$ cat src/logic/trig_params.svh
`ifndef TRIG_PARAMS_SVH
`define TRIG_PARAMS_SVH

// ----------------------------------------
// Widths
// ----------------------------------------
`define TRIG_ADC_W 12
`define TRIG_LM_W 16
`define TRIG_LEN_W 24
`define TRIG_OFS_W 16

// ----------------------------------------
// Hysteresis bands
// ----------------------------------------
// ADC counts
`define TRIG_ADC_HYST 20
// Log magnitude in tenths of a dB
`define TRIG_LM_HYST 15

// ----------------------------------------
// Select codes
// ----------------------------------------
`define TRIG_SRC_SW 3'h0
`define TRIG_SRC_EXT 3'h1
`define TRIG_SRC_ADC 3'h2
`define TRIG_SRC_LOGMAG 3'h3
`define TRIG_SRC_IMM 3'h4

`endif

$ cat src/logic/trig_pkg.sv
`include "trig_params.svh"
`default_nettype none
package trig_pkg;

  typedef enum logic [2:0] {
    SRC_SW = `TRIG_SRC_SW,
    SRC_EXT = `TRIG_SRC_EXT,
    SRC_ADC = `TRIG_SRC_ADC,
    SRC_LOGMAG = `TRIG_SRC_LOGMAG,
    SRC_IMM = `TRIG_SRC_IMM
  } trig_src_t;

  typedef enum logic [2:0] {
    ST_IDLE,
    ST_ARMED,
    ST_DELAY,
    ST_CAPTURE,
    ST_DONE
  } trig_state_t;

endpackage
`default_nettype wire

$ cat src/logic/trig_lvl_if.sv
`default_nettype none
interface trig_lvl_if #(
  parameter int W = 12
);
  logic signed [W-1:0] sample;
  logic signed [W-1:0] level;
  logic [W-1:0] hyst;
  logic fall;
  logic en;
  logic clr;
  logic hit;

  modport src (
    output sample, level, hyst, fall, en, clr,
    input hit
  );
  modport det (
    input sample, level, hyst, fall, en, clr,
    output hit
  );
endinterface
`default_nettype wire

$ cat src/logic/trig_detector.sv
// How it works
// [RULE_01] Start from software, external, ADC level, log level, immediate.
// [RULE_02] Rising or falling slope for external and ADC level sources.
// [RULE_03] ADC level trigger uses a 20 count hysteresis band.
// [RULE_04] Log level trigger uses a 1.5 dB hysteresis band.
// [RULE_05] Log level comes from filtered complex data; upward crossings only.
// [RULE_06] External input selectable between ECL and TTL signalling.
// [RULE_07] In ECL mode an initial pulse must precede real triggers.
// [RULE_08] Source is sampled once per sample clock enable.
// [RULE_09] Shared sync line lets every module trigger on one sample.
// [RULE_10] Block mode stops once the programmed block is captured.
// [RULE_11] Continuous mode stops only on buffer overflow.
// [RULE_12] Complex data counts block length in real-imaginary pairs.
// [RULE_13] Signed offset gives pre- or post-trigger shift.
// [RULE_14] After acceptance further triggers are ignored until re-armed.
// [RULE_15] Immediate and software sources fire on the next sample.
`include "trig_params.svh"
`default_nettype none
module trig_detector
  import trig_pkg::*;
#(
  parameter int ADC_W = `TRIG_ADC_W,
  parameter int LM_W = `TRIG_LM_W,
  parameter int LEN_W = `TRIG_LEN_W,
  parameter int OFS_W = `TRIG_OFS_W
)(
  // Clock and reset
  input wire logic i_ref_clk,
  input wire logic i_rstn,
  // Sample stream
  input wire logic i_sample_en,
  input wire logic signed [ADC_W-1:0] i_adc_sample,
  input wire logic signed [LM_W-1:0] i_logmag,
  // Pins
  input wire logic i_ext_trig_pin,
  input wire logic i_sync_pin,
  output logic o_sync_out,
  output logic o_sync_oe,
  // Configuration
  input wire logic [2:0] i_src,
  input wire logic i_slope_fall,
  input wire logic i_ext_ecl,
  input wire logic signed [ADC_W-1:0] i_adc_level,
  input wire logic signed [LM_W-1:0] i_logmag_level,
  input wire logic i_sync_drive,
  input wire logic i_sync_follow,
  input wire logic i_continuous,
  input wire logic i_complex,
  input wire logic [LEN_W-1:0] i_block_len,
  input wire logic signed [OFS_W-1:0] i_trig_offset,
  // Control
  input wire logic i_arm,
  input wire logic i_sw_trig,
  input wire logic i_buf_overflow,
  // Status
  output logic o_armed,
  output logic o_triggered,
  output logic o_capture,
  output logic o_done,
  output logic o_overflow_stop,
  output logic o_ext_ready,
  output logic [OFS_W-1:0] o_pre_len
);

  if (ADC_W < 8 || LM_W < 8 || LEN_W < 2 || OFS_W < 2) begin : g_bad
    $error("trig_detector: width parameter too small");
  end

  trig_state_t state_reg;
  trig_src_t src;
  logic [1:0] ext_sync_reg;
  logic [1:0] sync_sync_reg;
  logic ext_prev_reg;
  logic ecl_ready_reg;
  logic sw_pend_reg;
  logic sync_oe_reg;
  logic half_reg;
  logic ovf_reg;
  logic [LEN_W-1:0] cnt_reg;
  logic [OFS_W-1:0] dly_reg;
  logic [OFS_W-1:0] pre_reg;
  logic ext_hit;
  logic local_hit;
  logic sync_low;
  logic accept;
  logic tick;
  logic stop;

  assign src = trig_src_t'(i_src);

  trig_lvl_if #(.W(ADC_W)) adc_if ();
  trig_lvl_if #(.W(LM_W)) lm_if ();

  // ----------------------------------------
  // Level detectors
  // ----------------------------------------
  assign adc_if.sample = i_adc_sample;
  assign adc_if.level = i_adc_level;
  // [RULE_03] ADC band width
  assign adc_if.hyst = ADC_W'(`TRIG_ADC_HYST);
  assign adc_if.fall = i_slope_fall;
  // [RULE_08] evaluated per sample
  assign adc_if.en = i_sample_en;
  assign adc_if.clr = i_arm;

  assign lm_if.sample = i_logmag;
  assign lm_if.level = i_logmag_level;
  // [RULE_04] 1.5 dB band
  assign lm_if.hyst = LM_W'(`TRIG_LM_HYST);
  // [RULE_05] upward only
  assign lm_if.fall = 1'b0;
  assign lm_if.en = i_sample_en;
  assign lm_if.clr = i_arm;

  trig_level_det #(.W(ADC_W)) u_adc_det (
    .i_ref_clk(i_ref_clk),
    .i_rstn(i_rstn),
    .lvl(adc_if.det)
  );

  trig_level_det #(.W(LM_W)) u_lm_det (
    .i_ref_clk(i_ref_clk),
    .i_rstn(i_rstn),
    .lvl(lm_if.det)
  );

  // ----------------------------------------
  // Pin synchronisers
  // ----------------------------------------
  always_ff @(posedge i_ref_clk or negedge i_rstn) begin
    if (!i_rstn) begin
      ext_sync_reg <= 2'h0;
      sync_sync_reg <= 2'h3;
    end else begin
      ext_sync_reg <= {ext_sync_reg[0], i_ext_trig_pin};
      sync_sync_reg <= {sync_sync_reg[0], i_sync_pin};
    end
  end

  // ----------------------------------------
  // External trigger
  // ----------------------------------------
  // [RULE_07] ECL path primed by first edge
  always_ff @(posedge i_ref_clk or negedge i_rstn) begin
    if (!i_rstn) begin
      ext_prev_reg <= 1'b0;
      ecl_ready_reg <= 1'b0;
    end else if (i_sample_en) begin
      ext_prev_reg <= ext_sync_reg[1];
      if (ext_sync_reg[1] != ext_prev_reg) begin
        ecl_ready_reg <= 1'b1;
      end
    end
  end

  // [RULE_06] ECL needs priming, TTL not
  assign ext_hit = (!i_ext_ecl || ecl_ready_reg) &&
                   (i_slope_fall ? (ext_prev_reg && !ext_sync_reg[1])
                                 : (!ext_prev_reg && ext_sync_reg[1]));
  assign o_ext_ready = ecl_ready_reg;

  // ----------------------------------------
  // Software command
  // ----------------------------------------
  // [RULE_15] held until next sample, set wins
  always_ff @(posedge i_ref_clk or negedge i_rstn) begin
    if (!i_rstn) begin
      sw_pend_reg <= 1'b0;
    end else if (i_sw_trig) begin
      sw_pend_reg <= 1'b1;
    end else if (i_sample_en) begin
      sw_pend_reg <= 1'b0;
    end
  end

  // ----------------------------------------
  // Source select
  // ----------------------------------------
  // [RULE_01] five sources
  always_comb begin
    local_hit = 1'b0;
    if (state_reg == ST_ARMED && i_sample_en) begin
      unique case (src)
        SRC_SW: local_hit = sw_pend_reg;
        SRC_EXT: local_hit = ext_hit;
        SRC_ADC: local_hit = adc_if.hit;
        SRC_LOGMAG: local_hit = lm_if.hit;
        SRC_IMM: local_hit = 1'b1;
        default: local_hit = 1'b0;
      endcase
    end
  end

  // ----------------------------------------
  // Shared sync line
  // ----------------------------------------
  // [RULE_09] drive low until trigger accepted
  always_ff @(posedge i_ref_clk or negedge i_rstn) begin
    if (!i_rstn) begin
      sync_oe_reg <= 1'b0;
    end else if (state_reg != ST_ARMED || i_arm) begin
      sync_oe_reg <= 1'b0;
    end else if (local_hit && i_sync_drive) begin
      sync_oe_reg <= 1'b1;
    end
  end

  assign o_sync_out = 1'b0;
  assign o_sync_oe = sync_oe_reg;
  assign sync_low = !sync_sync_reg[1];

  // [RULE_09] follow the line for common sample
  // [RULE_14] only while armed
  assign accept = state_reg == ST_ARMED && i_sample_en && !i_arm &&
                  (i_sync_follow ? sync_low : local_hit);

  // ----------------------------------------
  // Measurement sequence
  // ----------------------------------------
  // [RULE_12] pairs counted on imaginary word
  assign tick = state_reg == ST_CAPTURE && i_sample_en &&
                (!i_complex || half_reg);
  // [RULE_10] block end, [RULE_11] overflow end
  assign stop = i_continuous ? i_buf_overflow
                             : (tick && cnt_reg == i_block_len - 1'b1);

  always_ff @(posedge i_ref_clk or negedge i_rstn) begin
    if (!i_rstn) begin
      state_reg <= ST_IDLE;
    end else if (i_arm) begin
      state_reg <= ST_ARMED;
    end else begin
      unique case (state_reg)
        ST_IDLE: state_reg <= ST_IDLE;
        ST_ARMED: begin
          if (accept) begin
            state_reg <= (i_trig_offset > 0) ? ST_DELAY : ST_CAPTURE;
          end
        end
        ST_DELAY: begin
          if (i_sample_en && dly_reg == OFS_W'(1)) begin
            state_reg <= ST_CAPTURE;
          end
        end
        ST_CAPTURE: begin
          if (stop) begin
            state_reg <= ST_DONE;
          end
        end
        ST_DONE: state_reg <= ST_DONE;
        default: state_reg <= ST_IDLE;
      endcase
    end
  end

  // [RULE_13] post delay and pre length
  always_ff @(posedge i_ref_clk or negedge i_rstn) begin
    if (!i_rstn) begin
      dly_reg <= '0;
      pre_reg <= '0;
    end else if (accept) begin
      dly_reg <= (i_trig_offset > 0) ? $unsigned(i_trig_offset) : '0;
      pre_reg <= (i_trig_offset < 0) ? $unsigned(-i_trig_offset) : '0;
    end else if (state_reg == ST_DELAY && i_sample_en) begin
      dly_reg <= dly_reg - 1'b1;
    end
  end

  always_ff @(posedge i_ref_clk or negedge i_rstn) begin
    if (!i_rstn) begin
      cnt_reg <= '0;
      half_reg <= 1'b0;
    end else if (i_arm) begin
      cnt_reg <= '0;
      half_reg <= 1'b0;
    end else if (state_reg == ST_CAPTURE && i_sample_en) begin
      half_reg <= i_complex && !half_reg;
      if (tick) begin
        cnt_reg <= cnt_reg + 1'b1;
      end
    end
  end

  always_ff @(posedge i_ref_clk or negedge i_rstn) begin
    if (!i_rstn) begin
      ovf_reg <= 1'b0;
    end else if (i_arm) begin
      ovf_reg <= 1'b0;
    end else if (state_reg == ST_CAPTURE && i_continuous && stop) begin
      ovf_reg <= 1'b1;
    end
  end

  assign o_armed = state_reg == ST_ARMED;
  assign o_triggered = state_reg == ST_DELAY || state_reg == ST_CAPTURE ||
                       state_reg == ST_DONE;
  assign o_capture = state_reg == ST_CAPTURE && i_sample_en;
  assign o_done = state_reg == ST_DONE;
  assign o_overflow_stop = ovf_reg;
  assign o_pre_len = pre_reg;
endmodule
`default_nettype wire

$ cat src/logic/trig_level_det.sv
`default_nettype none
module trig_level_det #(
  parameter int W = 12
)(
  // Clock and reset
  input wire logic i_ref_clk,
  input wire logic i_rstn,
  // Level channel
  trig_lvl_if.det lvl
);

  logic armed_reg;
  logic signed [W:0] s_ext;
  logic signed [W:0] lv_ext;
  logic signed [W:0] hy_ext;
  logic signed [W:0] lo;
  logic signed [W:0] hi;

  assign s_ext = {lvl.sample[W-1], lvl.sample};
  assign lv_ext = {lvl.level[W-1], lvl.level};
  assign hy_ext = $signed({1'b0, lvl.hyst});
  assign lo = lv_ext - hy_ext;
  assign hi = lv_ext + hy_ext;

  // ----------------------------------------
  // Hysteresis arming
  // ----------------------------------------
  // [RULE_03] band must be left first
  always_ff @(posedge i_ref_clk or negedge i_rstn) begin
    if (!i_rstn) begin
      armed_reg <= 1'b0;
    end else if (lvl.clr) begin
      armed_reg <= 1'b0;
    end else if (lvl.en) begin
      if (lvl.hit) begin
        armed_reg <= 1'b0;
      end else if (lvl.fall ? (s_ext > hi) : (s_ext < lo)) begin
        armed_reg <= 1'b1;
      end
    end
  end

  // [RULE_02] slope chooses crossing
  assign lvl.hit = lvl.en && armed_reg &&
                   (lvl.fall ? (s_ext <= lv_ext) : (s_ext >= lv_ext));
endmodule
`default_nettype wire

$ cat config.mk
export PLATFORM = sky130hd
export DESIGN_NAME = trig_detector
export DESIGN_NICKNAME = d
export VERILOG_FILES = /design/src/logic/trig_pkg.sv /design/src/logic/trig_lvl_if.sv /design/src/logic/trig_detector.sv /design/src/logic/trig_level_det.sv
export VERILOG_INCLUDE_DIRS = /design/src /design/src/logic
export SDC_FILE = /design/constraint.sdc
export NUM_CORES = 1
export LEC_CHECK = 0
export ABC_AREA = 1
export BUFFER_PORTS_ARGS = -buffer_cell sky130_fd_sc_hd__buf_2
export CAP_MARGIN = 0
export CORE_MARGIN = 5
export CORE_UTILIZATION = 35
export DETAILED_ROUTE_END_ITERATION = 12
export MAX_ROUTING_LAYER = met4
export REMOVE_ABC_BUFFERS = 1
export SLEW_MARGIN = 0
export SYNTH_ARGS = -nofsm -noshare
export SYNTH_HDL_FRONTEND = slang
export SYNTH_SLANG_ARGS = --single-unit
$ cat constraint.sdc
create_clock -name i_ref_clk -period 2.9 [get_ports i_ref_clk]
set_input_delay 0.435 -clock i_ref_clk [delete_from_list [all_inputs] [get_ports i_ref_clk]]
set_output_delay 0.435 -clock i_ref_clk [all_outputs]
set_load 0.05 [all_outputs]
Word level (Yosys, flattened, before mapping)
Index checks and enable logic that the tools add are counted.
{"block": "word_totals", "regBits": 71}
{"block": "classes", "n_addsub": 7, "order_cmp": 8, "n_eq_ne": 15, "mux": 36, "reduce_logical": 46}
{"operator": "2-to-1 mux 24 bit", "n": 3}
{"operator": "2-to-1 mux 16 bit", "n": 4}
{"operator": "adder 24 x 1 -> 24 bit (second input constant)", "n": 1}
{"operator": "equality test 24 bit", "n": 1}
{"operator": "subtractor 24 x 1 -> 24 bit (second input constant)", "n": 1}
{"operator": "2-to-1 mux 1 bit", "n": 23}
{"operator": "logical AND 1 bit", "n": 19}
{"operator": "less-than comparator 16 x 17 -> 1 bit", "n": 1}
{"operator": "subtractor 16 x 5 -> 17 bit (second input constant)", "n": 1}
{"operator": "equality test 16 x 1 -> 1 bit (second input constant)", "n": 1}
{"operator": "greater-or-equal comparator 16 bit", "n": 1}
{"operator": "> comparator 16 x 1 -> 1 bit (second input constant)", "n": 1}
{"operator": "less-than comparator 16 x 1 -> 1 bit (second input constant)", "n": 1}
{"operator": "negation 16 bit", "n": 1}
{"operator": "subtractor 16 x 1 -> 16 bit (second input constant)", "n": 1}
{"operator": "nonzero test 2 bit", "n": 7}
{"operator": "adder 12 x 6 -> 13 bit (second input constant)", "n": 1}
{"operator": "> comparator 12 x 13 -> 1 bit", "n": 1}
{"operator": "less-than comparator 12 x 13 -> 1 bit", "n": 1}
{"operator": "subtractor 12 x 6 -> 13 bit (second input constant)", "n": 1}
{"operator": "equality test 3 x 2 -> 1 bit (second input constant)", "n": 4}
{"operator": "greater-or-equal comparator 12 bit", "n": 1}
{"operator": "<= comparator 12 bit", "n": 1}
{"operator": "2-to-1 mux 3 bit", "n": 4}
{"operator": "other kinds (14)", "n": 31}

Logic depth before layout (Yosys ltp)
Gate-level depths: netlist (run 1).
{"block": "depth", "word_depth": 11, "ltp_mapped": 22, "ltp_nobuf": 21}

Hierarchy
From an unflattened synthesis (run 1), not the netlist that was laid out.
{"block": "hier_totals", "cells_unflattened": 1517, "area_unflattened_um2": 10039.6}
{"mod": "trig_detector", "instances": 1, "cells_each": 700, "area_each_um2": 4830.9, "seq_area_each_um2": 1729.2}
{"mod": "trig_level_det (u_lm_det)", "instances": 1, "cells_each": 465, "area_each_um2": 2930.3, "seq_area_each_um2": 25.0}
{"mod": "trig_level_det (u_adc_det)", "instances": 1, "cells_each": 352, "area_each_um2": 2278.4, "seq_area_each_um2": 25.0}

Worst setup path after synthesis (run 1)
OpenSTA, ideal clock, no wires.
{"block": "synth_path", "path_type": "input port to flip-flop", "from": "input port i_logmag_level[0]", "to": "register u_lm_det.armed_reg", "setup_time_ps": 117, "arrival_ps": 2959, "required_time_ps": 2783, "path_slack_ps": -175, "stages": 20, "n_path_buf": 0, "cell_sequence": "ha_1 -> nand3_1 -> nand3_1 -> nor2_1 -> nand2_1 -> nor3_1 -> nand3_1 -> nor3_1 -> a21oi_1 -> ha_1 -> nand2_1 -> inv_1 -> nand3_1 -> nor3_1 -> nand3_1 -> o211ai_1 -> xnor2_1 -> nand2_1 -> nand3_1 -> nand2_1"}
{"block": "synth_between", "elab_chain_cells": 5}
{"item": "start, declared", "line": "trig_detector.sv:44", "text": "input wire logic signed [LM_W-1:0] i_logmag_level,"}
{"item": "branches (longest 5 deep; another with subtractor 16 x 5 -> 17 bit)"}
{"item": "end signal, assigned", "line": "trig_level_det.sv:31", "text": "armed_reg <= 1'b0;"}
{"item": "end signal, assigned", "line": "trig_level_det.sv:33", "text": "armed_reg <= 1'b0;"}
{"item": "end signal, assigned", "line": "trig_level_det.sv:36", "text": "armed_reg <= 1'b0;"}
{"item": "end, declared", "line": "trig_level_det.sv:12", "text": "logic armed_reg;"}
Parallel ways; which one is timed is not known. The select of a mux whose other input is x is not followed.
A chain may end at the register's enable or synchronous reset.

Worst setup path after layout (run 1)
Same ends and word-level chain as after synthesis.

==> results.md, run 1 <==
- Residual DRC: 0
- Worst-Margin Slew: 0.956 ns
- Max Cap Violations: 0
- Routed WL per cell: 12.8 um
- TritonCTS Buffers: 9
- Die W: 153 um
- Worst setup margin: 0.0203 ns
- Unrepaired setup endpoints after global routing: true
- Worst-path clk slew: 0.05 ns
- Yosys cell types: 54
- Post-synthesis register bit count: 71
- Tcrit/Tclk final: 99.3%
- Clock Skews: 0.00845 ns
- Total GRT Usage: 16.7%
- Startpoint Class: input port
- Largest net degree at the start of global routing: 72
- Hold buffer count at CTS: 0
- Worst-skew pair later-pin latency: 0.34 ns
- Area of the multi-input gates: 0.00487 mm2
- First-pass GRT wire length: 32400 um
- # rows: 52
- Crit. End Element: register
- Simple-Gate Fraction of Synth Area: 33.2%
- YS warnings: 0
- Final Hold Fails: 0
- Worst slack at placement: -0.535 ns
- Post-synthesis mux area share: 0%
- Syn Inst Count: 1059
- Core box area: 0.0202 mm2
- Number of vias per cell: 4.73
- Sequential share of the synthesized area: 24.7%
- Pleak: 4.54 nW
- Fmax: 347 MHz
- Crit-path cells: buf_6 > ha_4 > nand3_2 > nand3_2 > nor2_1 > nand2_1 > nor3_2 > buf_4 > nand3_4 > nor3_4 > buf_4 > xor2_1 > ha_1 > nand2_1 > inv_1 > o21ai_0 > nand2_1 > a21oi_1 > o211ai_1 > xnor2_1 > nand2_1 > nand3_1 > nand2_1
- Final number of setup-violating endpoints: 0
- Hold_ws: 0.199 ns
- Clock tree from TritonCTS: done
- RePlAce Congestion: 0.889
- Vias in the first global route: 6867
- Pre-Repair DR Iteration Count: 4
- Final Max Tran Viols: 0
- Starting Density: 35.6%
- Synth Area in Adders: 13.2%
- Minimum clock period: 2.88 ns
- Sequential cell area: 0.00178 mm2
- Total Die Area: 0.0236 mm2
- Hold Path Class: in2reg
- CP required: 3.13 ns
- Filler cell count: 2141
- Main combinational cell family by area after synthesis: simple AND/OR/NAND/NOR gates
- HPWL after DPL: 15500 um
- Placed cell count: 1473
- GR Overflow Total: 0
- Crit-path most repeated cell: nand2_1
- Slowest-stage cell, CP: ha_1
- Synthesized area: 0.00721 mm2
- Longest Clk Path Bufs: 2
- Max_slew headroom: 36.3%
- Area grow syn2layout: 22.6%
- Synth Area per Inst: 6.81 um2
- Critical path type: in2reg
- Root buffer cell: clkbuf_16
- Post-synth EDFFs: 0
- Die height: 153 um
- Main synth FF type: dfrtp_1
- Worst-case vdd ir drop: 421 uV
- CP peak stage delay: 0.27 ns
- Num ports: 137
- Synth Area in XOR/XNOR: 9.18%
- Port Buf Inserts: 135
- Synth Area in Compound Gates: 10.4%
- CTS Sinks: 71
- Post-Layout Cell Count: 1499
- Htree depth: 3
- Largest register FFs: 24
- Via count: 7083
- WP data arrival: 3.11 ns
- P per Cell Area: 509 mW/mm2
- # nets final: 1410
- Initial drt markers: 435
- Outcome: finished clean
- Crit path max fanout: 3
- Ys async rst share: 100%
- Post-Route WL: 19100 um
- Layout cells sized above 1: 20.1%
- Antenna Nets Post-Route: 0
- Antenna violations before repair: 3
## cells by family after synthesis
family	count (synthesis)
other cells	1
simple gates	539
buf+inv	166
xor+xnor	74
compound gates	132
flops	71
fa+ha+maj	76
## final timing paths
| check | startpoint | end | slack (ns) | cells after the start |
|---|---|---|---|---|
| hold reg to reg | ext_sync_reg[0] | ext_sync_reg[1] | 0.35 | 0 |
| setup reg to reg | state_reg[1] | dly_reg[4] | 0.68 | 11 |
| setup / recovery | i_logmag_level[0] | u_lm_det.armed_reg | 0.02 | 23 |
| max in group asynchronous | i_rstn | cnt_reg[7] | 2.04 | 1 |
| hold / removal | i_sync_pin | sync_sync_reg[0] | 0.20 | 1 |
| min in group asynchronous | i_rstn | o_pre_len[11] | 0.24 | 1 |
## worst max-delay path: cells and delay by family
kind            cells  cell delay, ns
fa+ha+maj           2            0.42
buf+inv             4            0.42
compound gates      3            0.36
xor+xnor            2            0.30
simple gates       12            1.17
## metal layers
metal  up-vias  part of all wire, %  track usage [%]
li1       3773                    -                -
met1      3150                   48             22.0
met2       144                   46             27.1
met3        16                  4.8             3.18
met4         0                  1.2             3.45
met5         -                    0                -
## power by group
group | total (mW) | internal, mW | leakage [nW] | switching, mW
logic | 1.89 | 0.637 | 3.47 | 1.25
clock network | 1.21 | 0.777 | 0.156 | 0.438
registers | 1.40 | 1.22 | 0.923 | 0.180
total | 4.50 | 2.63 | 4.54 | 1.87
## Yosys cell counts, drive strengths merged (5+ instances only)
library cell  instances  area [um2]
nand2               252         966
inv                 151         569
nor2                129         517
nand3                82         435
ha                   76         951
dfrtp                69        1730
a21oi                55         275
o21ai                54         270
xor2                 49         429
nor3                 38         215
xnor2                24         210
nand4                17         106
buf                  10        83.8
or2                  10        62.6
a211oi                5        50.1
clkbuf                5        20.0
## layout make-up
cell class / instances / share of cell area, %
timing repair buffer: 166 / 10.7
tap: 270 / 3.82
inverter: 151 / 6.50
antenna: 3 / 0.0850
multi-input combinational: 822 / 55.1
clock buffer: 11 / 2.75
sequential: 71 / 20.1
clock inverter: 5 / 0.920
## through the flow
step | cell area [um2] | util [%] | power, mW | setup TNS, ns
after CTS | 8660 | 42.8 | 4.53 | 0
after floorplan | 7100 | - | 2.74 | -0.175
final | 8840 | 43.7 | 4.50 | 0
after detailed placement | 8310 | 41.1 | 3.29 | -0.535
after global routing | 8840 | 43.7 | 4.85 | -0.278
after global placement | 8310 | 41.1 | 3.26 | -0.477
## layout by cell type, fill, tap and decap left out, drive strengths merged, types with 3 or more instances in the layout
cell type | synthesis | routed
a211oi | 5 | 5
a21oi | 55 | 55
buf | 10 | 166
clkbuf | 5 | 11
dfrtp | 69 | 69
diode | 0 | 3
ha | 76 | 76
inv | 151 | 151
nand2 | 252 | 252
nand3 | 82 | 82
nand4 | 17 | 17
nor2 | 129 | 129
nor3 | 38 | 38
nor3b | 3 | 3
nor4 | 3 | 3
o211ai | 4 | 4
o21ai | 54 | 54
or2 | 10 | 10
xnor2 | 24 | 24
xor2 | 49 | 49
## timing repair
action                                 CTS  global route
gates resized for setup                  5            28
buffers inserted                         0             7
setup endpoints to repair                1             1
endpoints found under the hold margin    0             0
pin swaps                                0            19
Power figures use the tool's default switching activity.
==> inputs of run 2 (changes only) <==
Settings changed: ABC_AREA 1 to unset, CTS_BUF_LIST set to sky130_fd_sc_hd__clkbuf_4 sky130_fd_sc_hd__clkbuf_8.
==> results.md, run 2 <==
- Outcome: finished clean
- HPWL after DPL: 14700 um
- P per Cell Area: 379 mW/mm2
- Layer with the highest usage: met2
- Post-synth top area cell: dfrtp_1
- Commonest non-fill, non-tap cells in the layout: 134 x buf_2, 101 x buf_4, 75 x ha_1, 72 x xnor2_1, 69 x dfrtp_1
- Antenna Nets Post-Route: 0
- Synth Area per Inst: 8.38 um2
- Synthesized area: 0.00659 mm2
- Met2 Usage GRT: 28.3%
- R2R Setup Slk: 0.55 ns
- Worst-Margin Slew: 0.940 ns
- Total Die Area: 0.0217 mm2
- Fmax: 358 MHz
- CP required: 3.17 ns
- Hold_ws: 0.165 ns
- Critical path type: in2reg
- Syn Inst Count: 787
- Worst slack at placement: -0.262 ns
- Pre-Repair DR Iteration Count: 4
- Crit. End Element: register
- Worst-case vdd ir drop: 342 uV
- Most frequent cell after synthesis: ha_1
- Via count: 6417
- Crit-path cells: buf_2 > ha_2 > and3_4 > nor4_2 > buf_4 > nand4_1 > xnor2_1 > ha_1 > a21o_1 > a21o_1 > a211oi_2 > o21ai_1 > a21oi_1 > a21oi_1 > o31ai_1
- Setup TNS: 0 ns
- Tcrit/Tclk final: 96.3%
- TritonCTS Buffers: 9
- Die height: 147 um
- Placed cell count: 1236
- Post-synth EDFFs: 0
- Pleak: 4.05 nW
- YS warnings: 0
- Max Cap Violations: 0
- Sequential share of the synthesized area: 27.0%
- Area grow syn2layout: 29.9%
- Htree depth: 3
- # rows: 50
- Worst setup margin: 0.107 ns
- Final number of setup-violating endpoints: 0
- Unrepaired setup endpoints after global routing: true
- Delay-heaviest family, CP: compound AO/OA/AOI/OAI gates
- CP peak stage delay: 0.31 ns
- Slowest-stage cell, CP: ha_1
- Largest register FFs: 24
- DP Area: 0.00822 mm2
- Total GRT Usage: 17.4%
- Hold buffer count at CTS: 0
- Clock tree from TritonCTS: done
- Residual DRC: 0
- Hold Path Class: in2async
- Die W: 147 um
- CTS Sinks: 71
- Commonest non-fill, non-tap cell in the layout: buf_2
- Crit path max fanout: 3
- Post-synthesis register bit count: 71
- Ys async rst share: 100%
- Number of vias per cell: 5.10
- Clock Skews: 0.0163 ns
- Synth top cells by count: 76 x ha_1, 73 x xnor2_1, 69 x dfrtp_1
- Final Max Tran Viols: 0
- Starting Density: 35.4%
- Max_slew headroom: 37.4%
- Core box area: 0.0186 mm2
- Root buffer cell: clkbuf_8
- Minimum clock period: 2.79 ns
- Vias in the first global route: 6365
- Post-route cell area: 0.00857 mm2
- Synth top area share: 26.2%
- Port Buf Inserts: 135
- RePlAce Congestion: 0.924
- Post-Route WL: 18400 um
- Top cells by area, synth: dfrtp_1 26%, ha_1 14%, xnor2_1 9.7%
- Main synth FF type: dfrtp_1
- Yosys cell types: 66
- Antenna violations before repair: 2
- Worst-path clk slew: 0.07 ns
- M1 GR Usage: 22.8%
- Routed WL per cell: 14.6 um
- GR Overflow Total: 0
- Num ports: 137
- Crit path buffers/inverters: 2
- First-pass GRT wire length: 30600 um
- Final Hold Fails: 0
- Worst-skew pair later-pin latency: 0.37 ns
- WP data arrival: 3.07 ns
- Layout cells sized above 1: 27.9%
- Initial drt markers: 235
- Largest net degree at the start of global routing: 72
- Layout Utilization: 46.0%
- Power, Total: 3.24 mW
- Met3 usage: 2.87%
- Longest Clk Path Bufs: 2
- Startpoint Class: input port
- # nets final: 1206
- Post-Layout Cell Count: 1258
- Filler cell count: 1909
## run 2: cell types whose count changed in the layout (fill, tap and decap cells not counted), moves of 18 or more
cell	before	now
buf_4	31	101
inv_1	141	52
nand2_1	246	61
nand3_1	71	30
nor2_1	120	60
xnor2_1	24	72
xor2_1	49	31
## run 2: worst paths after layout
check / cells past startpoint / end / from
max: 15 / u_lm_det.armed_reg / i_logmag_level[0]
min: 1 / cnt_reg[12] / i_rstn
max reg2reg: 10 / state_reg[2] / state_reg[2]
min reg2reg: 0 / ext_sync_reg[1] / ext_sync_reg[0]
max in group asynchronous: 1 / cnt_reg[22] / i_rstn
min in group i_ref_clk: 1 / sync_sync_reg[0] / i_sync_pin
## run 2: layout make-up
class	instances	area (um2)	area share [%]
clock inverters	2	37.5	0.438
multi-input cells	646	4600	53.7
flip-flops and latches	71	1780	20.8
well taps	234	293	3.42
diodes	2	5.00	0.0584
clock buffers	14	186	2.18
repair buffers	237	1470	17.1
inverters	52	195	2.28
## run 2: cells by family after synthesis
logic type / after synthesis / share of synthesized area [%]
adders and majority gates: 76 / 14.4
AOI/OAI and AO/OA: 153 / 14.3
other: 1 / 0.0569
DFF: 71 / 27.0
muxes: 14 / 2.26
and+or+nand+nor: 298 / 23.6
buffers and inverters: 70 / 4.52
xor gates and xnor gates: 104 / 13.8
## run 2: layer usage
metal / share of wire [%] / routed length [um]
met2: 47 / 8590
met1: 48 / 8790
met3: 3.8 / 704
met5: 0 / 0
met4: 1.4 / 257
## run 2: power breakdown
part	internal, mW	leakage (nW)	switching [mW]	total [mW]
sequential	1.11	0.929	0.0945	1.20
combinational	0.473	3.01	0.678	1.15
clock	0.501	0.112	0.389	0.890
total	2.08	4.05	1.16	3.24
## run 2: repair_timing
action	CTS	global route
endpoints found under the hold margin	0	0
resized for setup	0	20
endpoints found under the setup margin	0	4
setup buffers	0	4
==> inputs of run 3 (changes only) <==
Settings changed: CORE_ASPECT_RATIO set to 0.75.
==> results.md, run 3 (synthesis results as in run 2) <==
- Outcome: finished clean
- Total Die Area: 0.0217 mm2
- Area of the multi-input gates: 0.00463 mm2
- P per Cell Area: 378 mW/mm2
- HPWL after DPL: 15200 um
- CP required: 3.12 ns
- Worst-case vdd ir drop: 314 uV
- Number of vias per cell: 5.04
- Post-Layout Cell Count: 1273
- TritonCTS Buffers: 9
- Crit path max fanout: 13
- Routed WL per cell: 14.7 um
- Hold buffer count at CTS: 0
- HP Start: i_sync_pin
- Post-Route WL: 18700 um
- Die W: 168 um
- Worst-path clk slew: 0.08 ns
- # nets final: 1210
- Residual DRC: 0
- Worst r2r src: state_reg[2]
- Sequential cell area: 0.00178 mm2
- Hold_ws: 0.173 ns
- Largest register FFs: 24
- Critical path type: in2reg
- Filler cell count: 1895
- Commonest non-fill, non-tap cell in the layout: buf_2
- Hold Path Class: in2reg
- Die height: 129 um
- Post-route cell area: 0.00863 mm2
- GR Overflow Total: 0
- DP Area: 0.00823 mm2
- Htree depth: 3
- Minimum clock period: 2.76 ns
- Core box area: 0.0185 mm2
- Worst-Margin Slew: 0.908 ns
- Layout cells sized above 1: 28.1%
- Largest net degree at the start of global routing: 72
- Longest Clk Path Bufs: 2
- Port Buf Inserts: 135
- ANT cells: 0
- Initial drt markers: 319
- WP data arrival: 2.98 ns
- Worst-skew pair later-pin latency: 0.36 ns
- Pre-Repair DR Iteration Count: 5
- Setup TNS: 0 ns
- Clock Skews: 0.00939 ns
- First-pass GRT wire length: 30400 um
- Root buffer cell: clkbuf_8
- Commonest non-fill, non-tap cells in the layout: 132 x buf_2, 105 x buf_4, 75 x ha_1, 72 x xnor2_1, 69 x dfrtp_1
- Crit path from: i_logmag_level[15]
- Crit. End Element: register
- Num ports: 137
- Max Cap Violations: 0
- Tcrit/Tclk final: 95.1%
- Clock tree from TritonCTS: done
- Placed cell count: 1251
- Final Max Tran Viols: 0
- Antenna Nets Post-Route: 0
- Unrepaired setup endpoints after global routing: true
- Max_slew headroom: 39.5%
- Starting Density: 35.6%
- Startpoint Class: input port
- Final number of setup-violating endpoints: 0
- Pleak: 4.06 nW
- Antenna violations before repair: 0
- Final Hold Fails: 0
- Layout Utilization: 46.7%
- Vias in the first global route: 6132
- # rows: 43
- Area grow syn2layout: 31.0%
- Total GRT Usage: 17.5%
- Via count: 6416
- CTS Sinks: 71
- Fmax: 362 MHz
- RePlAce Congestion: 0.868
## run 3: cell count changes in the layout (fill, tap and decap cells not counted), sizes merged
| cell | before | now |
|---|---|---|
| clkbuf | 14 | 9 |
| buf | 237 | 241 |
| clkinv | 0 | 3 |
| diode | 2 | 0 |
| bufinv | 1 | 2 |
| clkinvlp | 1 | 2 |
## run 3: metal layers
metal	share of wire [%]	global-route usage [%]	vias up
li1	-	-	3281
met1	54	27.2	2977
met2	40	24.0	150
met3	4.7	2.67	8
met4	0.54	2.67	0
met5	0	-	-
## run 3: worst max-delay path, stage by stage
cell and delay, ns:
buf_2 0.10, inv_1 0.05, ha_1 0.33, and4_1 0.25, nand3_2 0.13, a2111oi_4 0.29
nor2_1 0.09, mux2_4 0.32, a211o_1 0.34, a21oi_4 0.16, nand2b_2 0.18, buf_4 0.20
o21ai_0 0.11
## run 3: what timing repair did
item / in CTS / in global routing
gates resized for setup: 0 / 29
setup endpoints to repair: 0 / 15
buffers inserted: 0 / 6
## run 3: final cells by class
cell class / instances / area share (%)
tap: 247 / 3.58
multi-input combinational: 646 / 53.6
clock inverter: 7 / 1.13
timing repair buffer: 241 / 17.3
clock buffer: 9 / 1.43
inverter: 52 / 2.26
sequential: 71 / 20.6
## run 3: where the power goes
part	switching, mW	internal [mW]	total, mW
clock	0.399	0.485	0.884
sequential	0.0984	1.11	1.21
combinational	0.689	0.480	1.17
## run 3: final timing paths
check	endpoint	slack [ns]	cells after the start
setup / recovery	o_pre_len[9]	0.14	13
hold / removal	sync_sync_reg[0]	0.17	1
setup reg to reg	cnt_reg[17]	0.60	10
hold reg to reg	sync_sync_reg[1]	0.37	0
max in group asynchronous	cnt_reg[18]	2.11	1
min in group asynchronous	o_pre_len[9]	0.20	1
## run 3: per-stage QoR
stage | total power [mW] | setup slack, ns
global route | 3.47 | -0.0942
detailed placement | 2.36 | -0.268
finish | 3.26 | 0.141
CTS | 3.27 | 0.109
global placement | 2.35 | -0.216
floorplan | 1.89 | -0.769
